## config.mk

```make
export PLATFORM = sky130hd
export DESIGN_NAME = dlic_top
export DESIGN_NICKNAME = d
export VERILOG_FILES = /design/src/dlic_pkg.sv /design/src/dlic_level.sv /design/src/dlic_events.sv /design/src/dlic_top.sv
export SDC_FILE = /design/constraint.sdc
export NUM_CORES = 1
export LEC_CHECK = 0
export ABC_AREA = 1
export ABC_CLOCK_PERIOD_IN_PS = 2800
export BUFFER_PORTS_ARGS = -buffer_cell sky130_fd_sc_hd__buf_2
export CAP_MARGIN = 10
export CORE_ASPECT_RATIO = 1.4
export CORE_MARGIN = 3
export CORE_UTILIZATION = 35
export DETAILED_ROUTE_END_ITERATION = 10
export REMOVE_ABC_BUFFERS = 1
export SYNTH_ARGS = -nofsm -noshare
export SYNTH_HDL_FRONTEND = slang
export SYNTH_HIERARCHICAL = 1
export SYNTH_SLANG_ARGS = --single-unit
```

## constraint.sdc

```tcl
create_clock -name clk_sys -period 2.8 [get_ports clk_sys]
set_clock_uncertainty 0.05 [all_clocks]
set_input_delay 0.42 -clock clk_sys [delete_from_list [all_inputs] [get_ports clk_sys]]
set_output_delay 0.42 -clock clk_sys [all_outputs]
set_load 0.01 [all_outputs]
```

## src/dlic_pkg.sv

```systemverilog
// shared constants, register map and bus carriers of the interrupt controller
package dlic_pkg;

	// ------------------------------------------------------------
	// source map
	// ------------------------------------------------------------
	localparam int          N_SRC      = 32;
	localparam int          SRC_FAST   = 0;             // fast-level OR
	localparam int          SRC_SWI    = 1;             // programmed source
	localparam logic [31:0] SRC_PERIPH = 32'h000F_7FFC; // 2..14, 16..19
	localparam logic [31:0] EN_MASK_N  = 32'h000F_7FFD; // peripherals, bit 0
	localparam logic [31:0] EN_MASK_F  = 32'h000F_7FFC; // peripherals only
	localparam int          SWI_BIT_N  = 1;
	localparam int          SWI_BIT_F  = 2;
	localparam logic [31:0] SWI_MASK   = 32'h0000_0006;

	// ------------------------------------------------------------
	// register byte addresses
	// ------------------------------------------------------------
	localparam logic [31:0] A_N_STAT   = 32'hFFFF_0000;
	localparam logic [31:0] A_N_RAW    = 32'hFFFF_0004;
	localparam logic [31:0] A_N_EN     = 32'hFFFF_0008;
	localparam logic [31:0] A_N_CLR    = 32'hFFFF_000C;
	localparam logic [31:0] A_SWI      = 32'hFFFF_0010;
	localparam logic [31:0] A_F_STAT   = 32'hFFFF_0100;
	localparam logic [31:0] A_F_RAW    = 32'hFFFF_0104;
	localparam logic [31:0] A_F_EN     = 32'hFFFF_0108;
	localparam logic [31:0] A_F_CLR    = 32'hFFFF_010C;
	localparam logic [31:0] A_EV_STAT  = 32'hFFFF_0200;
	localparam logic [31:0] A_EV_MASK  = 32'hFFFF_0204;

	// ------------------------------------------------------------
	// reset values and event bits
	// ------------------------------------------------------------
	localparam logic [31:0] RST_WORD   = 32'h0000_0000;
	localparam int          N_EV       = 3;
	localparam int          EV_NRISE   = 0;  // normal request rose
	localparam int          EV_FRISE   = 1;  // fast request rose
	localparam int          EV_BUSERR  = 2;  // unmapped access

	// ------------------------------------------------------------
	// bus carriers
	// ------------------------------------------------------------
	typedef struct packed {
		logic        psel;
		logic        penable;
		logic        pwrite;
		logic [31:0] paddr;
		logic [31:0] pwdata;
	} apb_req_s;

	typedef struct packed {
		logic        pready;
		logic        pslverr;
		logic [31:0] prdata;
	} apb_rsp_s;

endpackage

```

## src/dlic_level.sv

```systemverilog
// enable mask of one interrupt level, set-only and clear-only writes
`timescale 1ns/100ps
module dlic_level #(
	parameter int          W    = 32,
	parameter logic [31:0] MASK = 32'h0000_0000
) (
	input  wire logic         clk_sys, // core clock
	input  wire logic         srst,    // sync reset, high
	input  wire logic         set_we,  // write to this enable mask
	input  wire logic         clr_we,  // write to this mask-clear
	input  wire logic         xset_we, // write to other level's enable
	input  wire logic [W-1:0] wdata,   // bus write data
	output logic      [W-1:0] en_q     // current enable mask
);

	logic [W-1:0] en_d;

	// ------------------------------------------------------------
	// elaboration check
	// ------------------------------------------------------------
	if (W < 1 || W > 32)
		$error("dlic_level: width out of range");

	// ------------------------------------------------------------
	// per-bit next value
	// ------------------------------------------------------------
	// a set from this level wins; only one bus write per cycle anyway
	for (genvar i = 0; i < W; i++)
	begin : g_bit
		always_comb
		begin
			en_d[i] = en_q[i];
			if (!MASK[i])
				en_d[i] = 1'b0;
			else if (set_we && wdata[i])
				en_d[i] = 1'b1;
			else if (clr_we && wdata[i])
				en_d[i] = 1'b0;
			else if (xset_we && wdata[i])
				en_d[i] = 1'b0;
		end
	end

	// register stage
	always_ff @(posedge clk_sys)
	begin
		if (srst)
			en_q <= dlic_pkg::RST_WORD[W-1:0];
		else
			en_q <= en_d;
	end

endmodule

```

## src/dlic_events.sv

```systemverilog
// sticky event status, mask and level interrupt output
`timescale 1ns/100ps
module dlic_events #(
	parameter int N = 3
) (
	input  wire logic         clk_sys, // core clock
	input  wire logic         srst,    // sync reset, high
	input  wire logic [N-1:0] ev,      // one-cycle event pulses
	input  wire logic         rd_clr,  // status read in its setup cycle
	input  wire logic         mask_we, // mask register write
	input  wire logic [N-1:0] wdata,   // bus write data
	output logic      [N-1:0] sts_q,   // sticky status
	output logic      [N-1:0] msk_q,   // interrupt mask
	output logic              irq_q    // level interrupt
);

	logic [N-1:0] sts_d;
	logic [N-1:0] msk_d;
	logic         irq_d;

	if (N < 1 || N > 32)
		$error("dlic_events: event count out of range");

	// ------------------------------------------------------------
	// next state
	// ------------------------------------------------------------
	// an event in the read-clear cycle survives the clear
	always_comb
	begin
		sts_d = rd_clr ? ev : (sts_q | ev);
		msk_d = mask_we ? wdata : msk_q;
		irq_d = |(sts_d & msk_d);
	end

	// register stage
	always_ff @(posedge clk_sys)
	begin
		if (srst)
		begin
			sts_q <= '0;
			msk_q <= '0;
			irq_q <= 1'b0;
		end
		else
		begin
			sts_q <= sts_d;
			msk_q <= msk_d;
			irq_q <= irq_d;
		end
	end

endmodule

```

## src/dlic_top.sv

```systemverilog
// dual-level interrupt controller with apb register access
//
// Our own choice: the APB register port.
`timescale 1ns/100ps
module dlic_top #(
	parameter int N_SRC = dlic_pkg::N_SRC
) (
	input  wire logic               clk_sys,  // core clock, 200 MHz
	input  wire logic               srst,     // sync reset, high
	input  wire dlic_pkg::apb_req_s apb_req,  // apb request
	output dlic_pkg::apb_rsp_s      apb_rsp,  // apb response
	input  wire logic [N_SRC-1:0]   src_irq,  // peripheral requests
	output logic                    irq_req,  // normal request to core
	output logic                    fiq_req,  // fast request to core
	output logic                    evt_irq   // controller event interrupt
);

	logic [31:0] nraw;
	logic [31:0] fraw;
	logic [31:0] nstat;
	logic [31:0] fstat;
	logic [31:0] nen_q;
	logic [31:0] fen_q;
	logic [31:0] periph;
	logic        fast_or;
	logic [2:0]  swi_q;
	logic [2:0]  swi_d;
	logic        irq_d;
	logic        fiq_d;
	logic        setup;
	logic        wr_done;
	logic        rd_done;
	logic [31:0] rd_mux;
	logic        hit;
	dlic_pkg::apb_rsp_s rsp_d;
	logic [dlic_pkg::N_EV-1:0] ev;
	logic [dlic_pkg::N_EV-1:0] ev_sts;
	logic [dlic_pkg::N_EV-1:0] ev_msk;
	logic        err_q;
	logic        err_d;

	// ------------------------------------------------------------
	// elaboration check
	// ------------------------------------------------------------
	if (N_SRC != 32)
		$error("dlic_top: the source map needs exactly 32 sources");

	// ------------------------------------------------------------
	// bus phase decode
	// ------------------------------------------------------------
	// no wait state: the answer is built in setup, writes take effect
	// only at the completing access edge
	assign setup   = apb_req.psel && !apb_req.penable;
	assign wr_done = apb_req.psel && apb_req.penable && apb_rsp.pready
		&& apb_req.pwrite;
	// an event status read clears at its setup edge, the very cycle whose value
	// it returns, so an event raised in the setup cycle is not lost
	assign rd_done = apb_req.psel && !apb_req.penable && !apb_req.pwrite;

	// ------------------------------------------------------------
	// source combination
	// ------------------------------------------------------------
	// fast bit 0 is itself the OR, so it is kept out of its own OR
	always_comb
	begin
		periph  = src_irq & dlic_pkg::SRC_PERIPH;
		fstat   = periph & fen_q;
		fstat[dlic_pkg::SRC_SWI] = swi_q[dlic_pkg::SWI_BIT_F];
		fast_or = |fstat[31:1];
		fstat[dlic_pkg::SRC_FAST] = fast_or;
		fraw    = periph;
		fraw[dlic_pkg::SRC_SWI]  = swi_q[dlic_pkg::SWI_BIT_F];
		fraw[dlic_pkg::SRC_FAST] = fast_or;
		nraw    = periph;
		nraw[dlic_pkg::SRC_SWI]  = swi_q[dlic_pkg::SWI_BIT_N];
		nraw[dlic_pkg::SRC_FAST] = fast_or;
		nstat   = nraw & nen_q;
		nstat[dlic_pkg::SRC_SWI] = swi_q[dlic_pkg::SWI_BIT_N];
		irq_d   = |nstat;
		fiq_d   = |fstat;
	end

	// ------------------------------------------------------------
	// enable masks of both levels
	// ------------------------------------------------------------
	dlic_level #(
		.W    (32),
		.MASK (dlic_pkg::EN_MASK_N)
	) u_normal (
		.clk_sys (clk_sys),
		.srst    (srst),
		.set_we  (wr_done && apb_req.paddr == dlic_pkg::A_N_EN),
		.clr_we  (wr_done && apb_req.paddr == dlic_pkg::A_N_CLR),
		.xset_we (wr_done && apb_req.paddr == dlic_pkg::A_F_EN),
		.wdata   (apb_req.pwdata),
		.en_q    (nen_q)
	);

	// second level, same structure
	dlic_level #(
		.W    (32),
		.MASK (dlic_pkg::EN_MASK_F)
	) u_fast (
		.clk_sys (clk_sys),
		.srst    (srst),
		.set_we  (wr_done && apb_req.paddr == dlic_pkg::A_F_EN),
		.clr_we  (wr_done && apb_req.paddr == dlic_pkg::A_F_CLR),
		.xset_we (wr_done && apb_req.paddr == dlic_pkg::A_N_EN),
		.wdata   (apb_req.pwdata),
		.en_q    (fen_q)
	);

	// ------------------------------------------------------------
	// programmed interrupt, request outputs
	// ------------------------------------------------------------
	// reserved bits 0 and 3 up are never stored
	always_comb
	begin
		swi_d = swi_q;
		if (wr_done && apb_req.paddr == dlic_pkg::A_SWI)
			swi_d = apb_req.pwdata[2:0] & dlic_pkg::SWI_MASK[2:0];
	end

	// requests are registered, one cycle behind the status
	always_ff @(posedge clk_sys)
	begin
		if (srst)
		begin
			swi_q   <= 3'h0;
			irq_req <= 1'b0;
			fiq_req <= 1'b0;
		end
		else
		begin
			swi_q   <= swi_d;
			irq_req <= irq_d;
			fiq_req <= fiq_d;
		end
	end

	// ------------------------------------------------------------
	// read mux and slave answer
	// ------------------------------------------------------------
	// plain status words, no vector: software scans the bits
	always_comb
	begin
		hit    = 1'b1;
		rd_mux = 32'h0000_0000;
		case (apb_req.paddr)
			dlic_pkg::A_N_STAT:  rd_mux = nstat;
			dlic_pkg::A_N_RAW:   rd_mux = nraw;
			dlic_pkg::A_N_EN:    rd_mux = nen_q;
			dlic_pkg::A_N_CLR:   rd_mux = 32'h0000_0000;   // write only
			dlic_pkg::A_SWI:     rd_mux = {29'h0000_0000, swi_q};
			dlic_pkg::A_F_STAT:  rd_mux = fstat;
			dlic_pkg::A_F_RAW:   rd_mux = fraw;
			dlic_pkg::A_F_EN:    rd_mux = fen_q;
			dlic_pkg::A_F_CLR:   rd_mux = 32'h0000_0000;
			dlic_pkg::A_EV_STAT: rd_mux = {29'h0000_0000, ev_sts};
			dlic_pkg::A_EV_MASK: rd_mux = {29'h0000_0000, ev_msk};
			default:             hit = 1'b0;
		endcase
		rsp_d.pready  = setup;
		rsp_d.pslverr = setup && !hit;
		rsp_d.prdata  = (setup && !apb_req.pwrite) ? rd_mux : 32'h0000_0000;
		err_d         = setup && !hit;
	end

	// response register
	always_ff @(posedge clk_sys)
	begin
		if (srst)
		begin
			apb_rsp <= '0;
			err_q   <= 1'b0;
		end
		else
		begin
			apb_rsp <= rsp_d;
			err_q   <= err_d;
		end
	end

	// ------------------------------------------------------------
	// controller events
	// ------------------------------------------------------------
	// rising requests and bus errors, for a supervisor that polls less
	always_comb
	begin
		ev = '0;
		ev[dlic_pkg::EV_NRISE]  = irq_d && !irq_req;
		ev[dlic_pkg::EV_FRISE]  = fiq_d && !fiq_req;
		ev[dlic_pkg::EV_BUSERR] = err_q;
	end

	dlic_events #(
		.N (dlic_pkg::N_EV)
	) u_events (
		.clk_sys (clk_sys),
		.srst    (srst),
		.ev      (ev),
		.rd_clr  (rd_done && apb_req.paddr == dlic_pkg::A_EV_STAT),
		.mask_we (wr_done && apb_req.paddr == dlic_pkg::A_EV_MASK),
		.wdata   (apb_req.pwdata[dlic_pkg::N_EV-1:0]),
		.sts_q   (ev_sts),
		.msk_q   (ev_msk),
		.irq_q   (evt_irq)
	);
endmodule

```

==> results of run 1 <==
[registers in the layout (all words and copies together), names as in the netlist]
register	cells
swi_q	2
irq_req	1
u_fast/en_q	17
err_q	1
u_events/sts_q	3
apb_rsp	33
fiq_req	1
u_normal/en_q	18
u_events/msk_q	3
u_events/irq_q	1
[metrics by stage]
stage                     power, mW  setup WS, ns  TNS (ns)  hold WS [ns]
after floorplan                1.20        -0.508    -17.08         0.392
after global placement         1.30         0.466         0         0.414
after detailed placement       1.30         0.462         0         0.417
after CTS                      2.53         0.821         0         0.289
after global routing           2.59         0.684         0         0.297
final                          2.51         0.831         0         0.295
[path summary, 6_finish.rpt]
check	to	slack [ns]	depth (start not counted)
max	apb_rsp[2]$_SDFF_PP0_	0.83	12
min	u_fast/en_q[13]$_SDFFE_PP0P_	0.29	3
max reg2reg	u_events/irq_q$_SDFF_PP0_	0.97	10
min reg2reg	u_events/sts_q[2]$_SDFF_PP0_	0.42	2
[power by group]
part | total (mW) | switching (mW) | internal, mW
Sequential | 1.14 | 0.00105 | 1.14
Clock | 1.23 | 0.514 | 0.718
Combinational | 0.137 | 0.0862 | 0.0513
Total | 2.51 | 0.601 | 1.91
[Yosys cell counts (3+ instances only)]
| master | instances |
|---|---|
| nand3b_1 | 8 |
| nor3_1 | 6 |
| nor2_2 | 24 |
| nand2_1 | 219 |
| nand4_1 | 5 |
| o21ai_2 | 14 |
| o21ai_1 | 12 |
| buf_2 | 11 |
| nor2_4 | 4 |
| nand2_4 | 3 |
| inv_1 | 56 |
| buf_6 | 9 |
| nand3_1 | 113 |
| a21oi_2 | 20 |
| a211oi_1 | 3 |
| nand2_2 | 7 |
| dfxtp_1 | 80 |
| a21oi_1 | 23 |
| a21boi_1 | 4 |
| buf_4 | 36 |
| nor2_8 | 3 |
| inv_2 | 16 |
| o21ai_0 | 20 |
| nor2_1 | 51 |
[cell type report]
type | instances | area (sq um)
tap | 185 | 231
clock inverter | 6 | 67.6
inverter | 73 | 275
timing repair buffer | 128 | 688
multi-input combinational | 577 | 2860
fill | 1563 | 8080
clock buffer | 10 | 239
sequential | 80 | 1600
[cells by family (layout without fill, tap and decap cells)]
group / count (synthesis) / in the layout
AND/OR/NAND/NOR: 448 / 448
buffers and inverters: 133 / 217
AO/OA/AOI/OAI: 100 / 100
flip-flops: 80 / 80
other: 2 / 29
[worst reg2reg max path: stages, from the launching register on]
cell and delay, ns:
dfxtp_1 0.34, nand2_1 0.14, nand2_1 0.07, a211oi_1 0.23, nand3_1 0.11, nor3_1 0.37, a21oi_1 0.12, inv_1 0.10
nand2_1 0.06, nand3_1 0.06, nand3_1 0.07
[metal layers]
layer / GRT usage [%] / vias to the layer above / share of wire [%]
met1: 21.9 / 2330 / 41
li1: - / 2604 / -
met4: 7.90 / 0 / 2.9
met5: 0 / - / 0
met3: 3.04 / 27 / 4.4
met2: 33.6 / 133 / 52
==> summary.md, run 1 <==
| Metric | Value |
|---|---|
| Final hold viol count | 0 |
| Pwr dens | 421 nW/um^2 |
| Max incr delay on CP | 0.35 ns |
| Post_cts resized | 0 |
| Area grow syn2layout | 17.5% |
| CTS H-Tree Depth | 3 |
| CP max-delay cell | nor2_8 |
| Mux share of post-synthesis cell area | 0% |
| Post-synthesis compound-gate area fraction | 13.0% |
| Setup Buffers After CTS | 0 |
| Clock sink count | 80 |
| Cell Rows | 51 |
| Final wirelength | 14,700 um |
| CP top delay family | simple AND/OR/NAND/NOR gates |
| Via density | 4.81 |
| Ys flop type | dfxtp_1 |
| CTS clk-pin slew, worst paths | 0.06 ns |
| Residual DRC | 0 |
| Final Cell Area | 5960 sq um |
| Adder-Cell Fraction of Synth Area | 0% |
| Worst Path Required | 3.03 ns |
| Global-route wire length before repair | 23,600 um |
| Hold_sp | apb_req[13] |
| Ys Warns | 6 |
| Largest net degree at the start of global routing | 48 |
| Die W | 108 um |
| Max FO, Critical Path | 26 |
| Number of global-route vias before repair | 4,887 |
| Fin crit share | 70.3% |
| DP Wirelength | 10,500 um |
| Worst Max-Slew Pin Slew | 0.681 ns |
| Most frequent cells in the layout | nand2_1, nand3_1, buf_2 |
| # IOs | 138 |
| Max frequency | 508 MHz |
| Mapped Cells | 763 |
| Initial Util | 36.1% |
| Final design utilization | 42.5% |
| Antenna violations before repair | 0 |
| Post-Syn Area | 5070 sq um |
| CP Launch Type | input pin |
| Root Driver | clkbuf_16 |
| Status | finished, final reports clean |
| Synth area leaders | dfxtp_1, nand2_1, nand3_1 |
| Max-cap viol count | 0 |
| Synth cell types | 35 |
| Post-synth ARST share | 0% |
| Via count | 5,094 |
| Synthesized area per cell | 6.65 sq um |
| Share of cells above drive strength 1 | 27.7% |
| Unrepaired setup endpoints after global routing | no |
| Synth Register Bits | 80 |
| Ant. Diodes | 0 |
| TritonCTS clock tree | done |
| Grt ovf | 0 |
| Hold Path Class | in2reg |
| Leak | 2.83 nW |
| Final ANT Viol Nets | 0 |
| GRT Resource Usage Total | 18.8% |
| Yosys top cell area share | 31.6% |
| Routed WL per cell | 13.9 um |
| FF-to-FF Start | u_normal/en_q[4]$_SDFFE_PP0P_ |
| Critical Path AT | 2.20 ns |
| Non-Filler Instances | 1,059 |
| Simple-gate share of the synthesized area | 41.1% |
| Core area | 14,000 sq um |
| Yosys top cell by area | dfxtp_1 |
| Final Critical Period | 1.97 ns |
| Nets | 970 |
| Placed inst area | 5650 sq um |
| Crit path buf inv count | 3 |
| CP endpoint kind | register |
| Num CTS Buffers | 9 |
| Main combinational cell family by area after synthesis | simple AND/OR/NAND/NOR gates |
| Total Die Area | 16,000 sq um |
| Commonest non-fill, non-tap cell in the layout | nand2_1 |
| First-pass DRT Iterations | 5 |
| Critical Path, Cell by Cell | buf_2, nand2_1, nor2_1, nand2_2, nor2_8, buf_4, nand2_4, clkinv_2, nor2_1, nand3_2, nand2_2, nor2_2 |
| Buffers added on ports | 109 |
| CP startpoint | apb_req[53] |
| Drt initial violations | 230 |
| Longest Clk Path Bufs | 2 |
| Finish-stage setup viols | 0 |
| Max Slew Vio Count | 0 |
| Die Span Y | 148 um |
| WS Path Type | in2reg |
| Sequential share of the synthesized area | 31.6% |
| GPL Wtd Cong | 0.851 |
| Post-Synth XOR/XNOR Area | 0% |
| # placed instances | 1,043 |
| Peak VDD IR | 0.227 mV |
| Slew HR | 54.6% |
| Cts hold-fix bufs | 0 |
| EDFF count, synth | 0 |
| Clock latency at the later pin of the worst-skew pair | 0.35 ns |
Power figures use the tool's default switching activity.
==> run 2, diff against run 1 <==
Settings changed: ABC_CLOCK_PERIOD_IN_PS 2800 to 1800.
Clock period 2.8 ns to 1.8 ns, I/O delays scaled along.
==> run 2 against run 1 <==
Global-route usage rose by 0.20 points. Worst hold slack worse by 0.15 ns. Largest power group unchanged. Combinational power rose by 69%. Sequential share of layout area shrank 1.9 points. Routed wire length is 0.31% higher. Final area is 7.4% higher. Total power is 55% higher. Die area is the same. Register-to-register slack got worse by 0.85 ns. First-iteration DRC count rose by 33%. Sequential power rose by 55%. Core utilization grew 3.1 points.
==> summary.md, run 2 (synthesis results as in run 1) <==
| Metric | Value |
|---|---|
| First-pass DRT Iterations | 5 |
| Max FO, Critical Path | 3 |
| Grt ovf | 0 |
| Share of cells above drive strength 1 | 30.7% |
| Finish-stage setup viols | 0 |
| Hold Path Class | in2reg |
| CP Launch Type | register |
| CP endpoint kind | register |
| Root Driver | clkbuf_16 |
| Via count | 5,217 |
| Top reg by flops | apb_rsp |
| Drt initial violations | 306 |
| Fin crit share | 93.5% |
| Critical Path AT | 1.86 ns |
| Number of global-route vias before repair | 5,082 |
| Max frequency | 594 MHz |
| DP Wirelength | 10,900 um |
| Longest Clk Path Bufs | 2 |
| Peak VDD IR | 0.385 mV |
| Final hold viol count | 0 |
| CTS H-Tree Depth | 3 |
| Leak | 3.07 nW |
| Total Die Area | 16,000 sq um |
| Die W | 108 um |
| Via density | 4.75 |
| Num CTS Buffers | 9 |
| Cell Rows | 51 |
| WS Path Type | reg2reg |
| GRT Resource Usage Total | 19.0% |
| Residual DRC | 0 |
| Clock latency at the later pin of the worst-skew pair | 0.35 ns |
| Nets | 1,009 |
| # placed instances | 1,082 |
| Most frequent cells in the layout | nand2_1, nand3_1, buf_2 |
| Clock sink count | 80 |
| Global-route wire length before repair | 24,000 um |
| # IOs | 138 |
| Max reg flops | 33 |
| Routed WL per cell | 13.4 um |
| Initial Util | 36.1% |
| Area grow syn2layout | 26.2% |
| Final wirelength | 14,700 um |
| Largest net degree at the start of global routing | 48 |
| CTS clk-pin slew, worst paths | 0.06 ns |
| Antenna violations before repair | 0 |
| Total negative slack | 0 ns |
| Max-cap viol count | 0 |
| Max Slew Vio Count | 0 |
| Status | finished, final reports clean |
| Commonest non-fill, non-tap cell in the layout | nand2_1 |
| TritonCTS clock tree | done |
| Worst Path Required | 1.98 ns |
| Unrepaired setup endpoints after global routing | no |
| Non-Filler Instances | 1,098 |
| Placed inst area | 6100 sq um |
| Final Cell Area | 6400 sq um |
| Pwr dens | 609 nW/um^2 |
| Final Critical Period | 1.68 ns |
| GPL Wtd Cong | 0.838 |
| Core area | 14,000 sq um |
| Final ANT Viol Nets | 0 |
| Biggest regs | apb_rsp (33), u_normal/en_q (18), u_fast/en_q (17) |
| Ant. Diodes | 0 |
| Cts hold-fix bufs | 0 |
| Final design utilization | 45.6% |
| Die Span Y | 148 um |
| Buffers added on ports | 109 |
## run 2: path summary, 6_finish.rpt
| kind | startpoint | endpoint | cells past startpoint | slack, ns |
|---|---|---|---|---|
| max | u_fast/en_q[13]$_SDFFE_PP0P_ | u_events/irq_q$_SDFF_PP0_ | 10 | 0.12 |
| max reg2reg | u_fast/en_q[13]$_SDFFE_PP0P_ | u_events/irq_q$_SDFF_PP0_ | 10 | 0.12 |
| min | apb_req[16] | u_normal/en_q[16]$_SDFFE_PP0P_ | 3 | 0.15 |
| min reg2reg | err_q$_SDFF_PP0_ | u_events/sts_q[2]$_SDFF_PP0_ | 2 | 0.43 |
## run 2: layer usage
metal / part of all wire (%) / global-route usage (%) / vias to the layer above
met4: 2.5 / 7.83 / 0
met5: 0 / 0 / -
li1: - / - / 2685
met1: 41 / 21.1 / 2352
met2: 51 / 35.4 / 153
met3: 5.3 / 2.87 / 27
## run 2: metrics by stage
| stage | setup slack (ns) | hold WS, ns | total power, mW |
|---|---|---|---|
| 4_1_cts | 0.106 | 0.138 | 3.94 |
| 3_3_place_gp | -0.0713 | 0.413 | 2.04 |
| 3_5_place_dp | -0.0632 | 0.420 | 2.05 |
| 2_1_floorplan | -1.36 | 0.282 | 1.87 |
| 6_report | 0.116 | 0.147 | 3.90 |
| 5_1_grt | 0.00937 | 0.166 | 4.02 |
## run 2: final cells by class
class | count | area (sq um)
Sequential cell | 80 | 1600
Clock buffer | 12 | 246
Inverter | 73 | 275
Multi-Input combinational cell | 577 | 2860
Timing Repair Buffer | 167 | 1130
Clock inverter | 4 | 53.8
Fill cell | 1520 | 7640
Tap cell | 185 | 231
## run 2: what timing repair did
action | CTS | global route
resized for setup | 0 | 1
setup endpoints to repair | 0 | 1
setup buffers | 0 | 0
## run 2: report_power, final
| group | switching [mW] | total (mW) | internal (mW) | leakage, nW |
|---|---|---|---|---|
| Combinational | 0.138 | 0.231 | 0.0930 | 2.28 |
| Sequential | 0.00181 | 1.77 | 1.77 | 0.644 |
| Clock | 0.775 | 1.89 | 1.12 | 0.139 |
## run 2: worst max-delay path, stage by stage (launching register included)
cell      delay, ns
dfxtp_1        0.32
nand2_1        0.09
nand4_1        0.14
nand3b_1       0.19
or2_2          0.34
nand2_1        0.09
a21oi_1        0.07
inv_1          0.08
nand2_1        0.06
nand3_1        0.06
nand3_1        0.06
